File: src/psc_map.vh
// Purpose: Register map, fields, symbols and timing.
// Assumes: 16-bit registers, 5-bit register numbers.
// Notes: Included by psc_top.v only.
// Function
// - Config bit 5 low holds the 10M link good.
// - Config bits 1, 0: heartbeat, jabber enables, reset 1.
// - Reg 0x16: cable result high, PLL select low.
// - Interface strap high selects MII.
// - MII clock fast at 100M, slow at 10M.
// - TX nibbles sampled on MII clock while enabled.
// - RX nibbles go out on RXD with valid.
// - 100M carrier on non-idle, off on idle.
// - 10M carrier on preamble, off on idle.
// - 100M valid on J K, off on T R or idle.
// - 10M valid equals carrier.
// - TX error input ignored.
// - Negotiation picks the best common mode.
// - Pulses give 10M half; 100M idle gives 100M half.
// - Speed and duplex straps trim abilities.
// - Negotiation strap low forces mode.
// - Pause at bit 10 both ways.
// - Isolate strap cuts MII and management.
// - Repeater strap selects repeater mode.
// - Power-save strap enables link-down saving.
// - Interface strap low: serial, 10M only.
// - Repeater: carrier on receive only.
// - Saving stops pulses until link or energy.
`ifndef PSC_MAP_VH
`define PSC_MAP_VH
`define PSC_REG_ADV 5'h04
`define PSC_REG_LPA 5'h05
`define PSC_REG_CFG10 5'h13
`define PSC_REG_TUNA 5'h14
`define PSC_REG_TUNB 5'h15
`define PSC_REG_CABLE 5'h16
`define PSC_REG_DRVA 5'h17
`define PSC_REG_DRVB 5'h18
`define PSC_CFG_LDN 5
`define PSC_CFG_HB 1
`define PSC_CFG_JB 0
`define PSC_CFG_RST 16'h0023
`define PSC_CFG_WMASK 16'h0023
`define PSC_ADV_PAUSE 10
`define PSC_ADV_100FD 8
`define PSC_ADV_100HD 7
`define PSC_ADV_10FD 6
`define PSC_ADV_10HD 5
`define PSC_ADV_SEL 16'h0001
`define PSC_TUN_RST 16'h0000
`define PSC_PLL_RST 8'h00
`define PSC_SYM_IDLE 5'h1f
`define PSC_SYM_J 5'h18
`define PSC_SYM_K 5'h11
`define PSC_SYM_T 5'h0d
`define PSC_SYM_R 5'h07
`define PSC_HALF_100 3'h0
`define PSC_HALF_10 3'h1
`define PSC_OP_RD 2'h2
`define PSC_OP_WR 2'h1
`define PSC_HDR_BITS 5'h0c
`define PSC_TA_BITS 5'h02
`define PSC_DATA_BITS 5'h10
`define PSC_FIFO_W 4
`define PSC_FIFO_D 8
`define PSC_FIFO_AW 3
`endif

File: src/psc_top.v
// Purpose: MAC-side control of a 10/100 transceiver.
// Assumes: Line coding outside hands symbols in on sys_clk.
// Notes: MII clocks divide sys_clk; pins pass two flip-flops.
`timescale 1ns/10ps
`include "psc_map.vh"

module psc_fifo #(
    parameter W = 4,
    parameter D = 8,
    parameter AW = 3
) (
    input wire sys_clk,
    input wire nrst,
    input wire in_valid,
    output wire in_ready,
    input wire [W-1:0] in_data,
    output wire out_valid,
    input wire out_ready,
    output wire [W-1:0] out_data
);
    reg [W-1:0] mem [0:D-1];
    reg [AW:0] wr_q;
    reg [AW:0] rd_q;
    wire full = (wr_q[AW] != rd_q[AW]) && (wr_q[AW-1:0] == rd_q[AW-1:0]);
    wire empty = (wr_q == rd_q);

    assign in_ready = !full;
    assign out_valid = !empty;
    assign out_data = mem[rd_q[AW-1:0]];

    always @(posedge sys_clk)
    begin
        if (in_valid && !full)
        begin
            mem[wr_q[AW-1:0]] <= in_data;
        end
    end

    always @(posedge sys_clk)
    begin
        if (!nrst)
        begin
            wr_q <= {(AW+1){1'b0}};
            rd_q <= {(AW+1){1'b0}};
        end
        else
        begin
            if (in_valid && !full)
            begin
                wr_q <= wr_q + 1'b1;
            end
            if (out_ready && !empty)
            begin
                rd_q <= rd_q + 1'b1;
            end
        end
    end
endmodule

module psc_top (
    input wire sys_clk,
    input wire nrst,
    input wire interface_select_strap,
    input wire negotiation_enable_strap,
    input wire speed_strap,
    input wire duplex_strap,
    input wire isolate_strap,
    input wire repeater_strap,
    input wire link_down_power_save,
    input wire [4:0] phy_addr_strap,
    input wire mdc,
    input wire mdio_in,
    output wire mdio_out,
    output wire mdio_oe_n,
    output wire mii_tx_clk,
    input wire mii_tx_en,
    input wire [3:0] mii_txd,
    input wire mii_tx_er,
    output wire mii_rx_clk,
    output wire mii_rx_dv,
    output wire [3:0] mii_rxd,
    output wire mii_crs,
    output wire mii_oe_n,
    input wire line_link_good,
    input wire line_energy,
    input wire rx_sym_valid,
    input wire [4:0] rx_sym,
    input wire rx10_preamble_ok,
    input wire rx10_idle_ok,
    input wire rx10_nib_valid,
    input wire [3:0] rx10_nib,
    output wire rx_nib_ready,
    input wire an_flp_seen,
    input wire an_nlp_seen,
    input wire an_idle100_seen,
    input wire partner_valid,
    input wire [15:0] partner_ability,
    input wire [7:0] cable_length_result,
    output wire line_tx_valid,
    output wire [3:0] line_tx_nibble,
    output wire speed_100,
    output wire full_duplex,
    output wire link_up,
    output wire link_pulse_en,
    output wire send_flp,
    output wire repeater_mode,
    output wire sni_mode,
    output wire heartbeat_enable,
    output wire jabber_enable,
    output wire link_disable_n,
    output wire [7:0] pll_select
);
    localparam M_IDLE = 3'h0;
    localparam M_START = 3'h1;
    localparam M_HDR = 3'h2;
    localparam M_TA = 3'h3;
    localparam M_DATA = 3'h4;

    // 5B to 4B; bit 4 flags a data code.
    function [4:0] psc_dec;
        input [4:0] sym;
        begin
            case (sym)
                5'h1e: psc_dec = 5'h10;
                5'h09: psc_dec = 5'h11;
                5'h14: psc_dec = 5'h12;
                5'h15: psc_dec = 5'h13;
                5'h0a: psc_dec = 5'h14;
                5'h0b: psc_dec = 5'h15;
                5'h0e: psc_dec = 5'h16;
                5'h0f: psc_dec = 5'h17;
                5'h12: psc_dec = 5'h18;
                5'h13: psc_dec = 5'h19;
                5'h16: psc_dec = 5'h1a;
                5'h17: psc_dec = 5'h1b;
                5'h1a: psc_dec = 5'h1c;
                5'h1b: psc_dec = 5'h1d;
                5'h1c: psc_dec = 5'h1e;
                5'h1d: psc_dec = 5'h1f;
                default: psc_dec = 5'h00;
            endcase
        end
    endfunction

    // Pin synchronisers; stage one feeds only stage two.
    reg [10:0] pin_s1;
    reg [10:0] pin_s2;
    reg [4:0] tx_s1;
    reg [4:0] tx_s2;
    reg mdc_s3;
    always @(posedge sys_clk)
    begin
        pin_s1 <= {mdc, mdio_in, phy_addr_strap, interface_select_strap,
                   negotiation_enable_strap, speed_strap, duplex_strap};
        pin_s2 <= pin_s1;
        tx_s1 <= {mii_tx_en, mii_txd};
        tx_s2 <= tx_s1;
        mdc_s3 <= pin_s2[10];
    end
    reg [2:0] str_s1;
    reg [2:0] str_s2;
    always @(posedge sys_clk)
    begin
        str_s1 <= {isolate_strap, repeater_strap, link_down_power_save};
        str_s2 <= str_s1;
    end

    wire mdc_rise = pin_s2[10] && !mdc_s3;
    wire mdio_bit = pin_s2[9];
    wire tx_en_s = tx_s2[4];

    // Straps and configuration registers.
    reg strap_done_q;
    reg iface_q;
    reg ane_q;
    reg spd_q;
    reg dux_q;
    reg iso_q;
    reg rpt_q;
    reg link_down_power_save_q;
    reg [4:0] phyad_q;
    reg [15:0] adv_q;
    reg [15:0] lpa_q;
    reg [15:0] cfg_q;
    reg [15:0] tuna_q;
    reg [15:0] tunb_q;
    reg [15:0] drva_q;
    reg [15:0] drvb_q;
    reg [7:0] pll_q;

    // MDIO slave state.
    reg [2:0] mst_q;
    reg [4:0] mcnt_q;
    reg ones_q;
    reg [11:0] hdr_q;
    reg [15:0] sh_q;
    reg mout_q;
    reg moe_n_q;
    wire wr_commit = (mst_q == M_DATA) && mdc_rise && !hdr_q[11] &&
                     (mcnt_q == `PSC_DATA_BITS - 5'h01);
    wire [15:0] wr_data = {sh_q[14:0], mdio_bit};
    wire [4:0] reg_addr = hdr_q[4:0];
    reg [15:0] rd_mux;

    always @*
    begin
        case (reg_addr)
            `PSC_REG_ADV: rd_mux = adv_q;
            `PSC_REG_LPA: rd_mux = lpa_q;
            `PSC_REG_CFG10: rd_mux = cfg_q;
            `PSC_REG_TUNA: rd_mux = tuna_q;
            `PSC_REG_TUNB: rd_mux = tunb_q;
            `PSC_REG_CABLE: rd_mux = {cable_length_result, pll_q};
            `PSC_REG_DRVA: rd_mux = drva_q;
            `PSC_REG_DRVB: rd_mux = drvb_q;
            default: rd_mux = 16'h0000;
        endcase
    end

    always @(posedge sys_clk)
    begin
        if (!nrst)
        begin
            strap_done_q <= 1'b0;
            iface_q <= 1'b1;
            ane_q <= 1'b1;
            spd_q <= 1'b1;
            dux_q <= 1'b1;
            iso_q <= 1'b0;
            rpt_q <= 1'b0;
            link_down_power_save_q <= 1'b0;
            phyad_q <= 5'h00;
            adv_q <= `PSC_ADV_SEL;
            lpa_q <= 16'h0000;
            cfg_q <= `PSC_CFG_RST;
            tuna_q <= `PSC_TUN_RST;
            tunb_q <= `PSC_TUN_RST;
            drva_q <= `PSC_TUN_RST;
            drvb_q <= `PSC_TUN_RST;
            pll_q <= `PSC_PLL_RST;
        end
        else
        begin
            if (!strap_done_q)
            begin
                strap_done_q <= 1'b1;
                phyad_q <= pin_s2[8:4];
                iface_q <= pin_s2[3];
                ane_q <= pin_s2[2];
                spd_q <= pin_s2[1];
                dux_q <= pin_s2[0];
                iso_q <= str_s2[2];
                rpt_q <= str_s2[1];
                link_down_power_save_q <= str_s2[0];
                adv_q[`PSC_ADV_10HD] <= 1'b1;
                adv_q[`PSC_ADV_10FD] <= pin_s2[0];
                adv_q[`PSC_ADV_100HD] <= pin_s2[1];
                adv_q[`PSC_ADV_100FD] <= pin_s2[1] && pin_s2[0];
            end
            if (partner_valid)
            begin
                lpa_q <= partner_ability;
            end
            if (wr_commit)
            begin
                case (reg_addr)
                    `PSC_REG_ADV: adv_q <= wr_data;
                    `PSC_REG_CFG10: cfg_q <= wr_data & `PSC_CFG_WMASK;
                    `PSC_REG_TUNA: tuna_q <= wr_data;
                    `PSC_REG_TUNB: tunb_q <= wr_data;
                    `PSC_REG_CABLE: pll_q <= wr_data[7:0];
                    `PSC_REG_DRVA: drva_q <= wr_data;
                    `PSC_REG_DRVB: drvb_q <= wr_data;
                    default: ;
                endcase
            end
        end
    end

    // Management frame decoder.
    always @(posedge sys_clk)
    begin
        if (!nrst)
        begin
            mst_q <= M_IDLE;
            mcnt_q <= 5'h00;
            ones_q <= 1'b0;
            hdr_q <= 12'h000;
            sh_q <= 16'h0000;
            mout_q <= 1'b1;
            moe_n_q <= 1'b1;
        end
        else if (iso_q)
        begin
            mst_q <= M_IDLE;
            moe_n_q <= 1'b1;
        end
        else if (mdc_rise)
        begin
            case (mst_q)
                M_IDLE:
                begin
                    ones_q <= mdio_bit;
                    if (ones_q && !mdio_bit)
                    begin
                        mst_q <= M_START;
                    end
                end
                M_START:
                begin
                    mcnt_q <= 5'h00;
                    mst_q <= mdio_bit ? M_HDR : M_IDLE;
                end
                M_HDR:
                begin
                    hdr_q <= {hdr_q[10:0], mdio_bit};
                    mcnt_q <= mcnt_q + 5'h01;
                    if (mcnt_q == `PSC_HDR_BITS - 5'h01)
                    begin
                        mcnt_q <= 5'h00;
                        if ((hdr_q[8:4] == phyad_q) &&
                            ((hdr_q[10:9] == `PSC_OP_RD) || (hdr_q[10:9] == `PSC_OP_WR)))
                        begin
                            mst_q <= M_TA;
                        end
                        else
                        begin
                            mst_q <= M_IDLE;
                            ones_q <= 1'b0;
                        end
                    end
                end
                M_TA:
                begin
                    mcnt_q <= mcnt_q + 5'h01;
                    if (mcnt_q == 5'h00)
                    begin
                        sh_q <= rd_mux;
                        if (hdr_q[11])
                        begin
                            mout_q <= 1'b0;
                            moe_n_q <= 1'b0;
                        end
                    end
                    else if (mcnt_q == `PSC_TA_BITS - 5'h01)
                    begin
                        mcnt_q <= 5'h00;
                        mst_q <= M_DATA;
                        if (hdr_q[11])
                        begin
                            mout_q <= sh_q[15];
                            sh_q <= {sh_q[14:0], 1'b0};
                        end
                    end
                end
                M_DATA:
                begin
                    mcnt_q <= mcnt_q + 5'h01;
                    if (hdr_q[11])
                    begin
                        mout_q <= sh_q[15];
                        sh_q <= {sh_q[14:0], 1'b0};
                    end
                    else
                    begin
                        sh_q <= wr_data;
                    end
                    if (mcnt_q == `PSC_DATA_BITS - 5'h01)
                    begin
                        mst_q <= M_IDLE;
                        ones_q <= 1'b0;
                        moe_n_q <= 1'b1;
                        mout_q <= 1'b1;
                    end
                end
                default:
                begin
                    mst_q <= M_IDLE;
                end
            endcase
        end
    end

    // Speed and duplex resolution.
    reg speed_q;
    reg duplex_q;
    wire [3:0] common = adv_q[`PSC_ADV_100FD:`PSC_ADV_10HD] &
                        partner_ability[`PSC_ADV_100FD:`PSC_ADV_10HD];
    always @(posedge sys_clk)
    begin
        if (!nrst)
        begin
            speed_q <= 1'b0;
            duplex_q <= 1'b0;
        end
        else if (!iface_q)
        begin
            speed_q <= 1'b0;
            duplex_q <= dux_q;
        end
        else if (!ane_q)
        begin
            speed_q <= spd_q;
            duplex_q <= dux_q;
        end
        else if (partner_valid)
        begin
            speed_q <= common[3] || common[2];
            duplex_q <= common[3] || (!common[2] && common[1]);
        end
        else if (an_nlp_seen)
        begin
            speed_q <= 1'b0;
            duplex_q <= 1'b0;
        end
        else if (an_idle100_seen)
        begin
            speed_q <= 1'b1;
            duplex_q <= 1'b0;
        end
    end

    wire link_q_w = line_link_good || (!speed_q && !cfg_q[`PSC_CFG_LDN]);

    // One divider makes both MII clocks.
    reg [2:0] div_q;
    reg mclk_q;
    wire [2:0] half = speed_q ? `PSC_HALF_100 : `PSC_HALF_10;
    wire div_end = (div_q >= half);
    wire mclk_rise = div_end && !mclk_q;
    wire mclk_fall = div_end && mclk_q;
    always @(posedge sys_clk)
    begin
        if (!nrst)
        begin
            div_q <= 3'h0;
            mclk_q <= 1'b0;
        end
        else
        begin
            div_q <= div_end ? 3'h0 : div_q + 3'h1;
            if (div_end)
            begin
                mclk_q <= !mclk_q;
            end
        end
    end

    wire mii_on = iface_q && !iso_q;

    // Transmit: the error input is never read.
    reg txv_q;
    reg [3:0] txn_q;
    always @(posedge sys_clk)
    begin
        if (!nrst)
        begin
            txv_q <= 1'b0;
            txn_q <= 4'h0;
        end
        else
        begin
            txv_q <= mclk_rise && tx_en_s && mii_on;
            if (mclk_rise && tx_en_s)
            begin
                txn_q <= tx_s2[3:0];
            end
        end
    end

    // Receive framing.
    reg crs100_q;
    reg dv100_q;
    reg prev_j_q;
    reg prev_t_q;
    reg crs10_q;
    wire [4:0] dec = psc_dec(rx_sym);
    always @(posedge sys_clk)
    begin
        if (!nrst)
        begin
            crs100_q <= 1'b0;
            dv100_q <= 1'b0;
            prev_j_q <= 1'b0;
            prev_t_q <= 1'b0;
            crs10_q <= 1'b0;
        end
        else
        begin
            if (rx_sym_valid)
            begin
                prev_j_q <= (rx_sym == `PSC_SYM_J);
                prev_t_q <= (rx_sym == `PSC_SYM_T);
                if (rx_sym == `PSC_SYM_IDLE)
                begin
                    crs100_q <= 1'b0;
                    dv100_q <= 1'b0;
                end
                else
                begin
                    crs100_q <= 1'b1;
                    if (prev_j_q && (rx_sym == `PSC_SYM_K))
                    begin
                        dv100_q <= 1'b1;
                    end
                    else if (prev_t_q && (rx_sym == `PSC_SYM_R))
                    begin
                        dv100_q <= 1'b0;
                    end
                end
            end
            if (rx10_idle_ok)
            begin
                crs10_q <= 1'b0;
            end
            else if (rx10_preamble_ok)
            begin
                crs10_q <= 1'b1;
            end
        end
    end

    wire push100 = speed_q && rx_sym_valid && dv100_q && dec[4];
    wire push10 = !speed_q && crs10_q && rx10_nib_valid;
    wire [3:0] fifo_out;
    wire fifo_valid;
    psc_fifo #(
        .W(`PSC_FIFO_W),
        .D(`PSC_FIFO_D),
        .AW(`PSC_FIFO_AW)
    ) u_fifo (
        .sys_clk(sys_clk),
        .nrst(nrst),
        .in_valid(push100 || push10),
        .in_ready(rx_nib_ready),
        .in_data(speed_q ? dec[3:0] : rx10_nib),
        .out_valid(fifo_valid),
        .out_ready(mclk_fall),
        .out_data(fifo_out)
    );

    // RXD and valid change at the clock's fall; carrier updates every cycle.
    reg [3:0] rxd_q;
    reg rxdv_q;
    reg crs_q;
    wire rx_crs = speed_q ? crs100_q : crs10_q;
    always @(posedge sys_clk)
    begin
        if (!nrst)
        begin
            rxd_q <= 4'h0;
            rxdv_q <= 1'b0;
            crs_q <= 1'b0;
        end
        else
        begin
            crs_q <= mii_on && (rx_crs || (!rpt_q && tx_en_s));
            if (mclk_fall)
            begin
                rxdv_q <= mii_on && (speed_q ? dv100_q && fifo_valid : crs10_q);
                rxd_q <= (mii_on && fifo_valid) ? fifo_out : 4'h0;
            end
        end
    end

    assign mdio_out = mout_q;
    assign mdio_oe_n = moe_n_q;
    assign mii_tx_clk = mclk_q;
    assign mii_rx_clk = mclk_q;
    assign mii_rx_dv = rxdv_q;
    assign mii_rxd = rxd_q;
    assign mii_crs = crs_q;
    assign mii_oe_n = !mii_on;
    assign line_tx_valid = txv_q;
    assign line_tx_nibble = txn_q;
    assign speed_100 = speed_q;
    assign full_duplex = duplex_q;
    assign link_up = link_q_w;
    assign link_pulse_en = !link_down_power_save_q || link_q_w || line_energy;
    assign send_flp = ane_q && iface_q;
    assign repeater_mode = rpt_q;
    assign sni_mode = !iface_q;
    assign heartbeat_enable = cfg_q[`PSC_CFG_HB];
    assign jabber_enable = cfg_q[`PSC_CFG_JB];
    assign link_disable_n = cfg_q[`PSC_CFG_LDN];
    assign pll_select = pll_q;
endmodule

File: config.mk
export PLATFORM = sky130hd
export DESIGN_NAME = psc_top
export DESIGN_NICKNAME = d
export VERILOG_FILES = /design/src/psc_top.v
export VERILOG_INCLUDE_DIRS = /design/src
export SDC_FILE = /design/constraint.sdc
export NUM_CORES = 1
export LEC_CHECK = 0
export ABC_AREA = 1
export ABC_CLOCK_PERIOD_IN_PS = 2060
export BUFFER_PORTS_ARGS = -buffer_cell sky130_fd_sc_hd__clkbuf_2
export CAP_MARGIN = 20
export CELL_PAD_IN_SITES_DETAIL_PLACEMENT = 1
export CELL_PAD_IN_SITES_GLOBAL_PLACEMENT = 1
export CORE_MARGIN = 2
export CORE_UTILIZATION = 40
export CTS_CLUSTER_DIAMETER = 200
export DETAILED_ROUTE_END_ITERATION = 16
export PLACE_DENSITY_LB_ADDON = 0.1
export REMOVE_ABC_BUFFERS = 1
export SYNTH_ARGS = -nofsm -noshare
export SYNTH_HDL_FRONTEND = slang
export SYNTH_HIERARCHICAL = 1
export SYNTH_SLANG_ARGS = --single-unit
File: constraint.sdc
create_clock -name sys_clk -period 2.06 [get_ports sys_clk]
set_clock_uncertainty 0.05 [all_clocks]
set_input_delay 0.103 -clock sys_clk [delete_from_list [all_inputs] [get_ports sys_clk]]
set_output_delay 0.103 -clock sys_clk [all_outputs]
set_load 0.01 [all_outputs]
[After elaboration in Yosys (flattened, before gate mapping)]
Memory sizes are Yosys's and may differ from the RTL's. A register that Yosys moved wholly into a read port is not among the register bits.
Cells that the tools add are included.
Word-level totals
  output and inout bits: 35
  memories: 2
  input port bits: 65
  latch bits: 0
  ROM bits: 160
  memory bits (writable): 32
  register bits after elaboration: 228
Memory list
  (no name shown): depth 32, width 5, rd ports 1, clocked after memory_dff 0, wr ports 0, RTL line psc_top.v:123  | case (sym)
  u_fifo.mem: depth 8, width 4, rd ports 1, clocked after memory_dff 1, wr ports 1, RTL line psc_top.v:21  | reg [W-1:0] mem [0:D-1];
Cells by class
  multipliers: 0
  shifts and indexed selects: 0
  multiplexer cells: 57
  $add $sub $neg: 4
  reduce and logical (&&, ||, !) cells: 77
  divide/modulo/power cells: 0
  equality and inequality tests: 39
  bitwise logic cells: 3
  magnitude comparators: 1
Operators with widths (number)
  case mux 16 bit (8 select lines): 1
  two-way mux 16 bit: 3
  equality test 5 bit, second input constant: 9
  case mux 16 bit (2 select lines): 1
  logical AND 1 bit: 30
  two-way mux 1 bit: 30
  two-way mux 3 bit: 7
  case mux 5 bit (4 select lines): 1
  two-way mux 9 bit: 2
  AND reduction 2 bit: 9
  equality test 5 x 3 -> 1 bit, second input constant: 3
  equality test 5 x 4 -> 1 bit, second input constant: 3
  two-way mux 5 bit: 3
  case mux 3 bit (5 select lines): 1
  AND reduction 5 bit: 3
  zero test 1 bit: 14
  inequality test 2 bit, second input constant: 7
  two-way mux 4 bit: 3
  AND reduction 6 bit: 2
  inequality test 3 bit, second input constant: 3
  adder 4 x 1 -> 4 bit, second input constant: 2
  logical OR 1 bit: 8
  equality test 3 x 2 -> 1 bit, second input constant: 2
  AND reduction 3 bit: 2
  26 further kinds: 32

[Logic depth before layout (Yosys ltp)]
  depth in word-level cells: 7
  mapped depth: 13

[By module]
Netlist, hierarchy kept.
Modules (own cells, without submodules)
  psc_top: sequential area each 4404.2 um^2, cells each 1241, times used 1, area each 9213.8 um^2
  psc_fifo: sequential area each 1181.1 um^2, cells each 201, times used 1, area each 1891.8 um^2

[Least setup slack after synthesis]
No wires, ideal clock.
  kind: register to register
  start: register speed_q (netlist: speed_100)
  end: memory u_fifo.mem[1][0], enable pin
  path slack: -0.197 ns
  clock period less this slack: 2.257 ns
  data required time: 1.680 ns
  arrival time: 1.878 ns
  cell stages (with the launch flop): 8
  path through: dfxtp_1 > clkbuf_1 > nand2_1 > nor2_1 > o2111ai_1 > o21ai_0 > nand3_1 > nor2_1
On the way
  longest elaborated chain between the ends: 7
  elaborated cells between the ends (all ways): 10
  those cells by class: mux: 2; reduce/logical: 8
RTL lines
  start: declaration: RTL line psc_top.v:385  | reg speed_q;
  start signal: assignment: RTL line psc_top.v:403  | speed_q <= spd_q;
  start signal: assignment: RTL line psc_top.v:408  | speed_q <= common[3] || common[2];
  logical AND 1 bit / zero test 1 bit (equally long branches): RTL line psc_top.v:523, psc_top.v:524
  logical AND 1 bit, on equally long branches (2 in series): RTL line psc_top.v:523, psc_top.v:524
  logical OR 1 bit (*): RTL line psc_top.v:534  | .in_valid(push100 || push10),
  logical AND 1 bit (*): RTL line psc_top.v:33  | if (in_valid && !full)
  two-way mux 1 bit (*): RTL line psc_top.v:33
  two-way mux 1 bit (implied by the code) (*): RTL line psc_top.v:35  | mem[wr_q[AW-1:0]] <= in_data;
  end: declaration: RTL line psc_top.v:21
Mark *: on every way between the ends. The rest lies on a longest branch, timed or not.

[Worst setup path after layout]
  start: register mcnt_q[1]
  end: register tunb_q[1]
On the way
  longest elaborated chain between the ends: 3
RTL lines
  start: declaration: RTL line psc_top.v:193  | reg [4:0] mcnt_q;
  start signal: assignment: RTL line psc_top.v:317  | mcnt_q <= mcnt_q + 5'h01;
  start signal: assignment: RTL line psc_top.v:335  | mcnt_q <= mcnt_q + 5'h01;
  start signal: assignment: RTL line psc_top.v:358  | mcnt_q <= mcnt_q + 5'h01;
  equality test 5 x 4 -> 1 bit: RTL line psc_top.v:200  | (mcnt_q == `PSC_DATA_BITS - 5'h01);
  logical AND 1 bit: RTL line psc_top.v:199  | wire wr_commit = (mst_q == M_DATA) && mdc_rise && !hdr_q[11] &&
  AND reduction 2 bit (no line)
  end signal: assignment: RTL line psc_top.v:237  | tunb_q <= `PSC_TUN_RST;
  end signal: assignment: RTL line psc_top.v:270  | `PSC_REG_TUNB: tunb_q <= wr_data;
  end: declaration: RTL line psc_top.v:186  | reg [15:0] tunb_q;
No other way between the ends.
A chain may end at the register's enable or synchronous reset.

==> report_table.html <==
<table>
<tr><th>Metric</th><th>Value</th></tr>
<tr><th colspan="2">Worst setup path</th></tr>
<tr><td>Crit path largest cell delay</td><td>0.36 ns</td></tr>
<tr><td>Critical path capture point type</td><td>register</td></tr>
<tr><td>Endpoint arrival time on the critical path</td><td>between 2 and 2.5 ns</td></tr>
<tr><td>Buf+Inv Stages, Crit Path</td><td>3</td></tr>
<tr><td>Cell-by-cell trace of the critical path</td><td>ha_4 -&gt; nand2_4 -&gt; nor2_2 -&gt; ha_2 -&gt; nand4_4 -&gt; buf_6 -&gt; nor2_4 -&gt; buf_12 -&gt; clkbuf_16 -&gt; a21oi_1</td></tr>
<tr><td>Crit-path leading delay family</td><td>simple AND/OR/NAND/NOR gates</td></tr>
<tr><td>CP Class</td><td>reg2reg</td></tr>
<tr><td>Library cell contributing the largest single delay on the critical path</td><td>dfxtp_2</td></tr>
<tr><td>CP startpoint kind</td><td>register</td></tr>
<tr><td>Required time reported for the critical path endpoint</td><td>roughly 2.4 ns</td></tr>
<tr><td>Peak fanout along the critical path</td><td>6</td></tr>
<tr><th colspan="2">Power</th></tr>
<tr><td>Reported net switching power</td><td>around 2.8 mW</td></tr>
<tr><td>Combinational power share</td><td>0.087</td></tr>
<tr><td>Cell-internal power</td><td>between 8 and 9 mW</td></tr>
<tr><td>Leakage power total</td><td>approximately 6 nW</td></tr>
<tr><td>Switching share of power</td><td>0.242</td></tr>
<tr><td>Sequential power share</td><td>0.470</td></tr>
<tr><td>Clock network fraction of total power</td><td>0.443</td></tr>
<tr><td>Power density over cell area</td><td>a little over 800 nW/um^2</td></tr>
<tr><td>Maximum resistive drop on vdd</td><td>~0.00053 V</td></tr>
<tr><th colspan="2">Placed design</th></tr>
<tr><td>Sum of net half-perimeters after detailed placement</td><td>between 20000 and 25000 um</td></tr>
<tr><td>Global placement routability congestion</td><td>between 0.8 and 0.9</td></tr>
<tr><td>PortBufs</td><td>97</td></tr>
<tr><td>Area post-placement</td><td>around 12000 um^2</td></tr>
<tr><th colspan="2">Clocking</th></tr>
<tr><td>Clock tree buffer depth</td><td>3</td></tr>
<tr><td>Number of H-tree levels</td><td>1</td></tr>
<tr><td>Total CTS buffers</td><td>29</td></tr>
<tr><td>Reg clk slew, reported paths</td><td>~0.060 ns</td></tr>
<tr><td>Clk sink count</td><td>approximately 260</td></tr>
<tr><td>Clk Latency, worst-skew pair</td><td>roughly 0.55 ns</td></tr>
<tr><td>Root buffer cell</td><td>clkbuf_16</td></tr>
<tr><td>CTS tree</td><td>built</td></tr>
<tr><th colspan="2">Final layout</th></tr>
<tr><td>Area of all placed cells without fillers</td><td>between 10000 and 15000 um^2</td></tr>
<tr><td>Share of cells above drive strength 1</td><td>0.163</td></tr>
<tr><td>Area overhead of the layout relative to synthesis</td><td>26.3%</td></tr>
<tr><td>Leading cell type in the layout, fill and taps excluded</td><td>nand2_1</td></tr>
<tr><td>Final Net Count</td><td>1709</td></tr>
<tr><td>Fill cell instance count of the final layout</td><td>between 3000 and 4000</td></tr>
<tr><td>Commonest cells after routing, fill and taps aside</td><td>nand2_1 (280), dfxtp_1 (228), nor2_1 (210)</td></tr>
<tr><td>Register area</td><td>between 5000 and 6000 um^2</td></tr>
<tr><td>Antenna diode count</td><td>0</td></tr>
<tr><td>Total area of multi-input combinational cells</td><td>~4700 um^2</td></tr>
<tr><th colspan="2">Global route</th></tr>
<tr><td>First-pass GRT wire length</td><td>54600 um</td></tr>
<tr><td>Initial antenna violation count</td><td>0</td></tr>
<tr><td>Largest net degree at the start of global routing</td><td>just over 90</td></tr>
<tr><td>Vias in the first global route</td><td>10525</td></tr>
<tr><td>Overall global routing resource usage</td><td>0.235</td></tr>
<tr><td>Gr ovfl total</td><td>0</td></tr>
<tr><th colspan="2">Floorplanning</th></tr>
<tr><td>Vertical die dimension</td><td>171 um</td></tr>
<tr><td>Die Footprint</td><td>29100 um^2</td></tr>
<tr><td>Initial cell density of the core</td><td>0.410</td></tr>
<tr><td>Number of cell rows</td><td>60</td></tr>
<tr><td>Num ports</td><td>100</td></tr>
<tr><td>Standard cell core area</td><td>about 27000 um^2</td></tr>
<tr><td>Die X-Extent</td><td>171 um</td></tr>
<tr><th colspan="2">Status</th></tr>
<tr><td>Outcome</td><td>complete, no violations</td></tr>
<tr><th colspan="2">Timing</th></tr>
<tr><td>Number of pins exceeding their max-slew limit in the final report</td><td>0</td></tr>
<tr><td>Fmax</td><td>around 500 MHz</td></tr>
<tr><td>Slew at the pin closest to its max-slew limit</td><td>between 0.5 and 0.6 ns</td></tr>
<tr><td>Finish-stage setup viols</td><td>0</td></tr>
<tr><td>Final hold slack</td><td>0.000256 ns</td></tr>
<tr><td>Final hold violations</td><td>0</td></tr>
<tr><td>Fin crit period</td><td>about 2.0 ns</td></tr>
<tr><td>Share of the cycle needed by the critical path after routing</td><td>0.977</td></tr>
<tr><td>Slew HR</td><td>0.652</td></tr>
<tr><th colspan="2">Synthesis</th></tr>
<tr><td>Yosys synthesis warning count</td><td>6</td></tr>
<tr><td>Xor and xnor area share after synthesis</td><td>0.00552</td></tr>
<tr><td>Synthesized-area fraction occupied by ao, oa, aoi and oai cells</td><td>0.155</td></tr>
<tr><td>Unique masters post-synth</td><td>43</td></tr>
<tr><td>Register area share after synthesis</td><td>0.503</td></tr>
<tr><td>Number of instances in the synthesized netlist</td><td>~1400</td></tr>
<tr><td>Largest family of logic cells by synthesized area</td><td>simple AND/OR/NAND/NOR gates</td></tr>
<tr><td>Share of cell area taken by muxes after synthesis</td><td>0.000901</td></tr>
<tr><td>Fraction of the mapped netlist area in adder cells</td><td>0.0124</td></tr>
<tr><td>Yosys reg bits</td><td>between 200 and 300</td></tr>
<tr><td>Post-synthesis share of cell area spent on and, or, nand and nor gates</td><td>0.248</td></tr>
<tr><td>Post-synthesis area per instance</td><td>7.70 um^2</td></tr>
<tr><td>Cell area after technology mapping</td><td>between 10000 and 15000 um^2</td></tr>
<tr><th colspan="2">Run</th></tr>
<tr><td>Max-cap viol count</td><td>0</td></tr>
<tr><th colspan="2">Detailed routing</th></tr>
<tr><td>Wire length per cell after detailed routing</td><td>around 17 um</td></tr>
<tr><td>Total iterations of the first detailed-routing run</td><td>4</td></tr>
<tr><td>Total detailed-routing wirelength</td><td>between 30000 and 40000 um</td></tr>
<tr><td>Number of nets with antenna violations after detailed routing</td><td>0</td></tr>
<tr><td>Vias</td><td>roughly 10000</td></tr>
<tr><td>Remaining DRCs</td><td>0</td></tr>
<tr><td>Iteration-0 DRC count of the detailed router</td><td>~450</td></tr>
<tr><td>Detail-routed via count per cell</td><td>just over 5</td></tr>
<tr><th colspan="2">Min path</th></tr>
<tr><td>Class of the most critical hold timing path</td><td>in2reg</td></tr>
</table>
-- cell type report --
class                   count  area share
clock buffers              41      0.0599
clock inverters            12     0.00731
inverters                 112      0.0302
multi-input cells         991       0.338
flip-flops and latches    263       0.399
well taps                 372      0.0332
repair buffers            236       0.132
-- registers in the layout, indices dropped and copies added, names as in the netlist, 4 cells and up, named ones only --
signal / flops
pin_s2: 11
mii_rxd: 4
line_tx_nibble: 4
tuna_q: 16
u_fifo/mem: 32
sh_q: 16
tx_s2: 5
hdr_q: 12
phyad_q: 5
adv_q: 16
pin_s1: 11
lpa_q: 16
u_fifo/rd_q: 4
drva_q: 16
tx_s1: 5
pll_select: 8
tunb_q: 16
u_fifo/wr_q: 4
drvb_q: 16
mcnt_q: 5
-- cells by family (layout without fill, tap and decap cells) --
group	after synthesis	after routing
simple gates	638	638
compound gates	334	334
xor+xnor	7	7
buf+inv	188	401
fa+ha+maj	11	11
mux	1	1
flops	263	263
-- synth_stat cells, drive strengths merged --
master / number / area [um^2]
o211ai: 8 / 60.1
clkbuf: 27 / 105
nand3b: 3 / 22.5
nor3: 7 / 35.0
o21ai: 168 / 841
dfxtp: 231 / 4620
nand2: 286 / 1090
clkinv: 6 / 23.8
o221ai: 1 / 8.76
o22ai: 1 / 6.26
a211oi: 1 / 7.51
xor2: 2 / 17.5
buf: 49 / 297
nor2: 229 / 922
ha: 11 / 138
mux2i: 1 / 10.0
nand4: 62 / 409
o2111ai: 4 / 35.0
a21oi: 147 / 739
edfxtp: 32 / 961
nand2b: 1 / 6.26
inv: 106 / 400
a221o: 1 / 10.0
xnor2: 5 / 43.8
a31oi: 3 / 18.8
nand3: 50 / 273
-- worst reg2reg max path, stage by stage, from the launching register on --
cell,delay [ns]
dfxtp_2,0.36
ha_4,0.17
nand2_4,0.06
nor2_2,0.11
ha_2,0.21
nand4_4,0.11
buf_6,0.17
nor2_4,0.26
buf_12,0.16
clkbuf_16,0.15
a21oi_1,0.08
-- power groups by stage --
stage          logic [mW]  registers [mW]  clock network [mW]
6_report             1.02            5.47                5.15
5_1_grt              1.15            5.48                5.49
2_1_floorplan       0.464            5.59                   0
4_1_cts              1.02            5.47                5.27
3_5_place_dp        0.937            5.58                   0
3_3_place_gp        0.912            5.57                   0
-- through the flow --
step                setup slack (ns)   util  total power [mW]  TNS (ns)  instances
finish                        0.0474  0.518              11.6         0       2027
global route                 -0.0172  0.518              12.1   -0.0811       2027
CTS                          0.00928  0.511              11.8         0       2019
detailed placement           -0.0196  0.456              6.52   -0.0782       1911
global placement              0.0671  0.456              6.48         0       1911
floorplan                      -1.42      -              6.05    -58.88       1366
-- final timing paths --
kind | slack (ns) | cells past startpoint | end | start
max | 0.05 | 10 | tunb_q[1] | mcnt_q[1]
min | 0.0003 | 3 | u_fifo/mem[7][0] | rx10_nib[0]
max reg2reg | 0.05 | 10 | tunb_q[1] | mcnt_q[1]
min reg2reg | 0.27 | 0 | pin_s2[2] | pin_s1[2]
-- layer usage --
| metal | vias to the layer above | routed length, um | track usage |
|---|---|---|---|
| met5 | - | 0 | 0 |
| met4 | 0 | 682 | 0.0572 |
| met3 | 50 | 1360 | 0.0271 |
| met2 | 168 | 17800 | 0.426 |
| met1 | 5049 | 15300 | 0.297 |
| li1 | 5170 | - | - |
-- repair_timing --
item	4_1_cts	5_1_grt
gates cloned	0	4
endpoints found under the setup margin	1	99
gates resized for setup	1	20
setup buffers	0	4
hold buffers	55	0
endpoints found under the hold margin	76	0
pin swaps	0	6
Power figures use the tool's default switching activity.
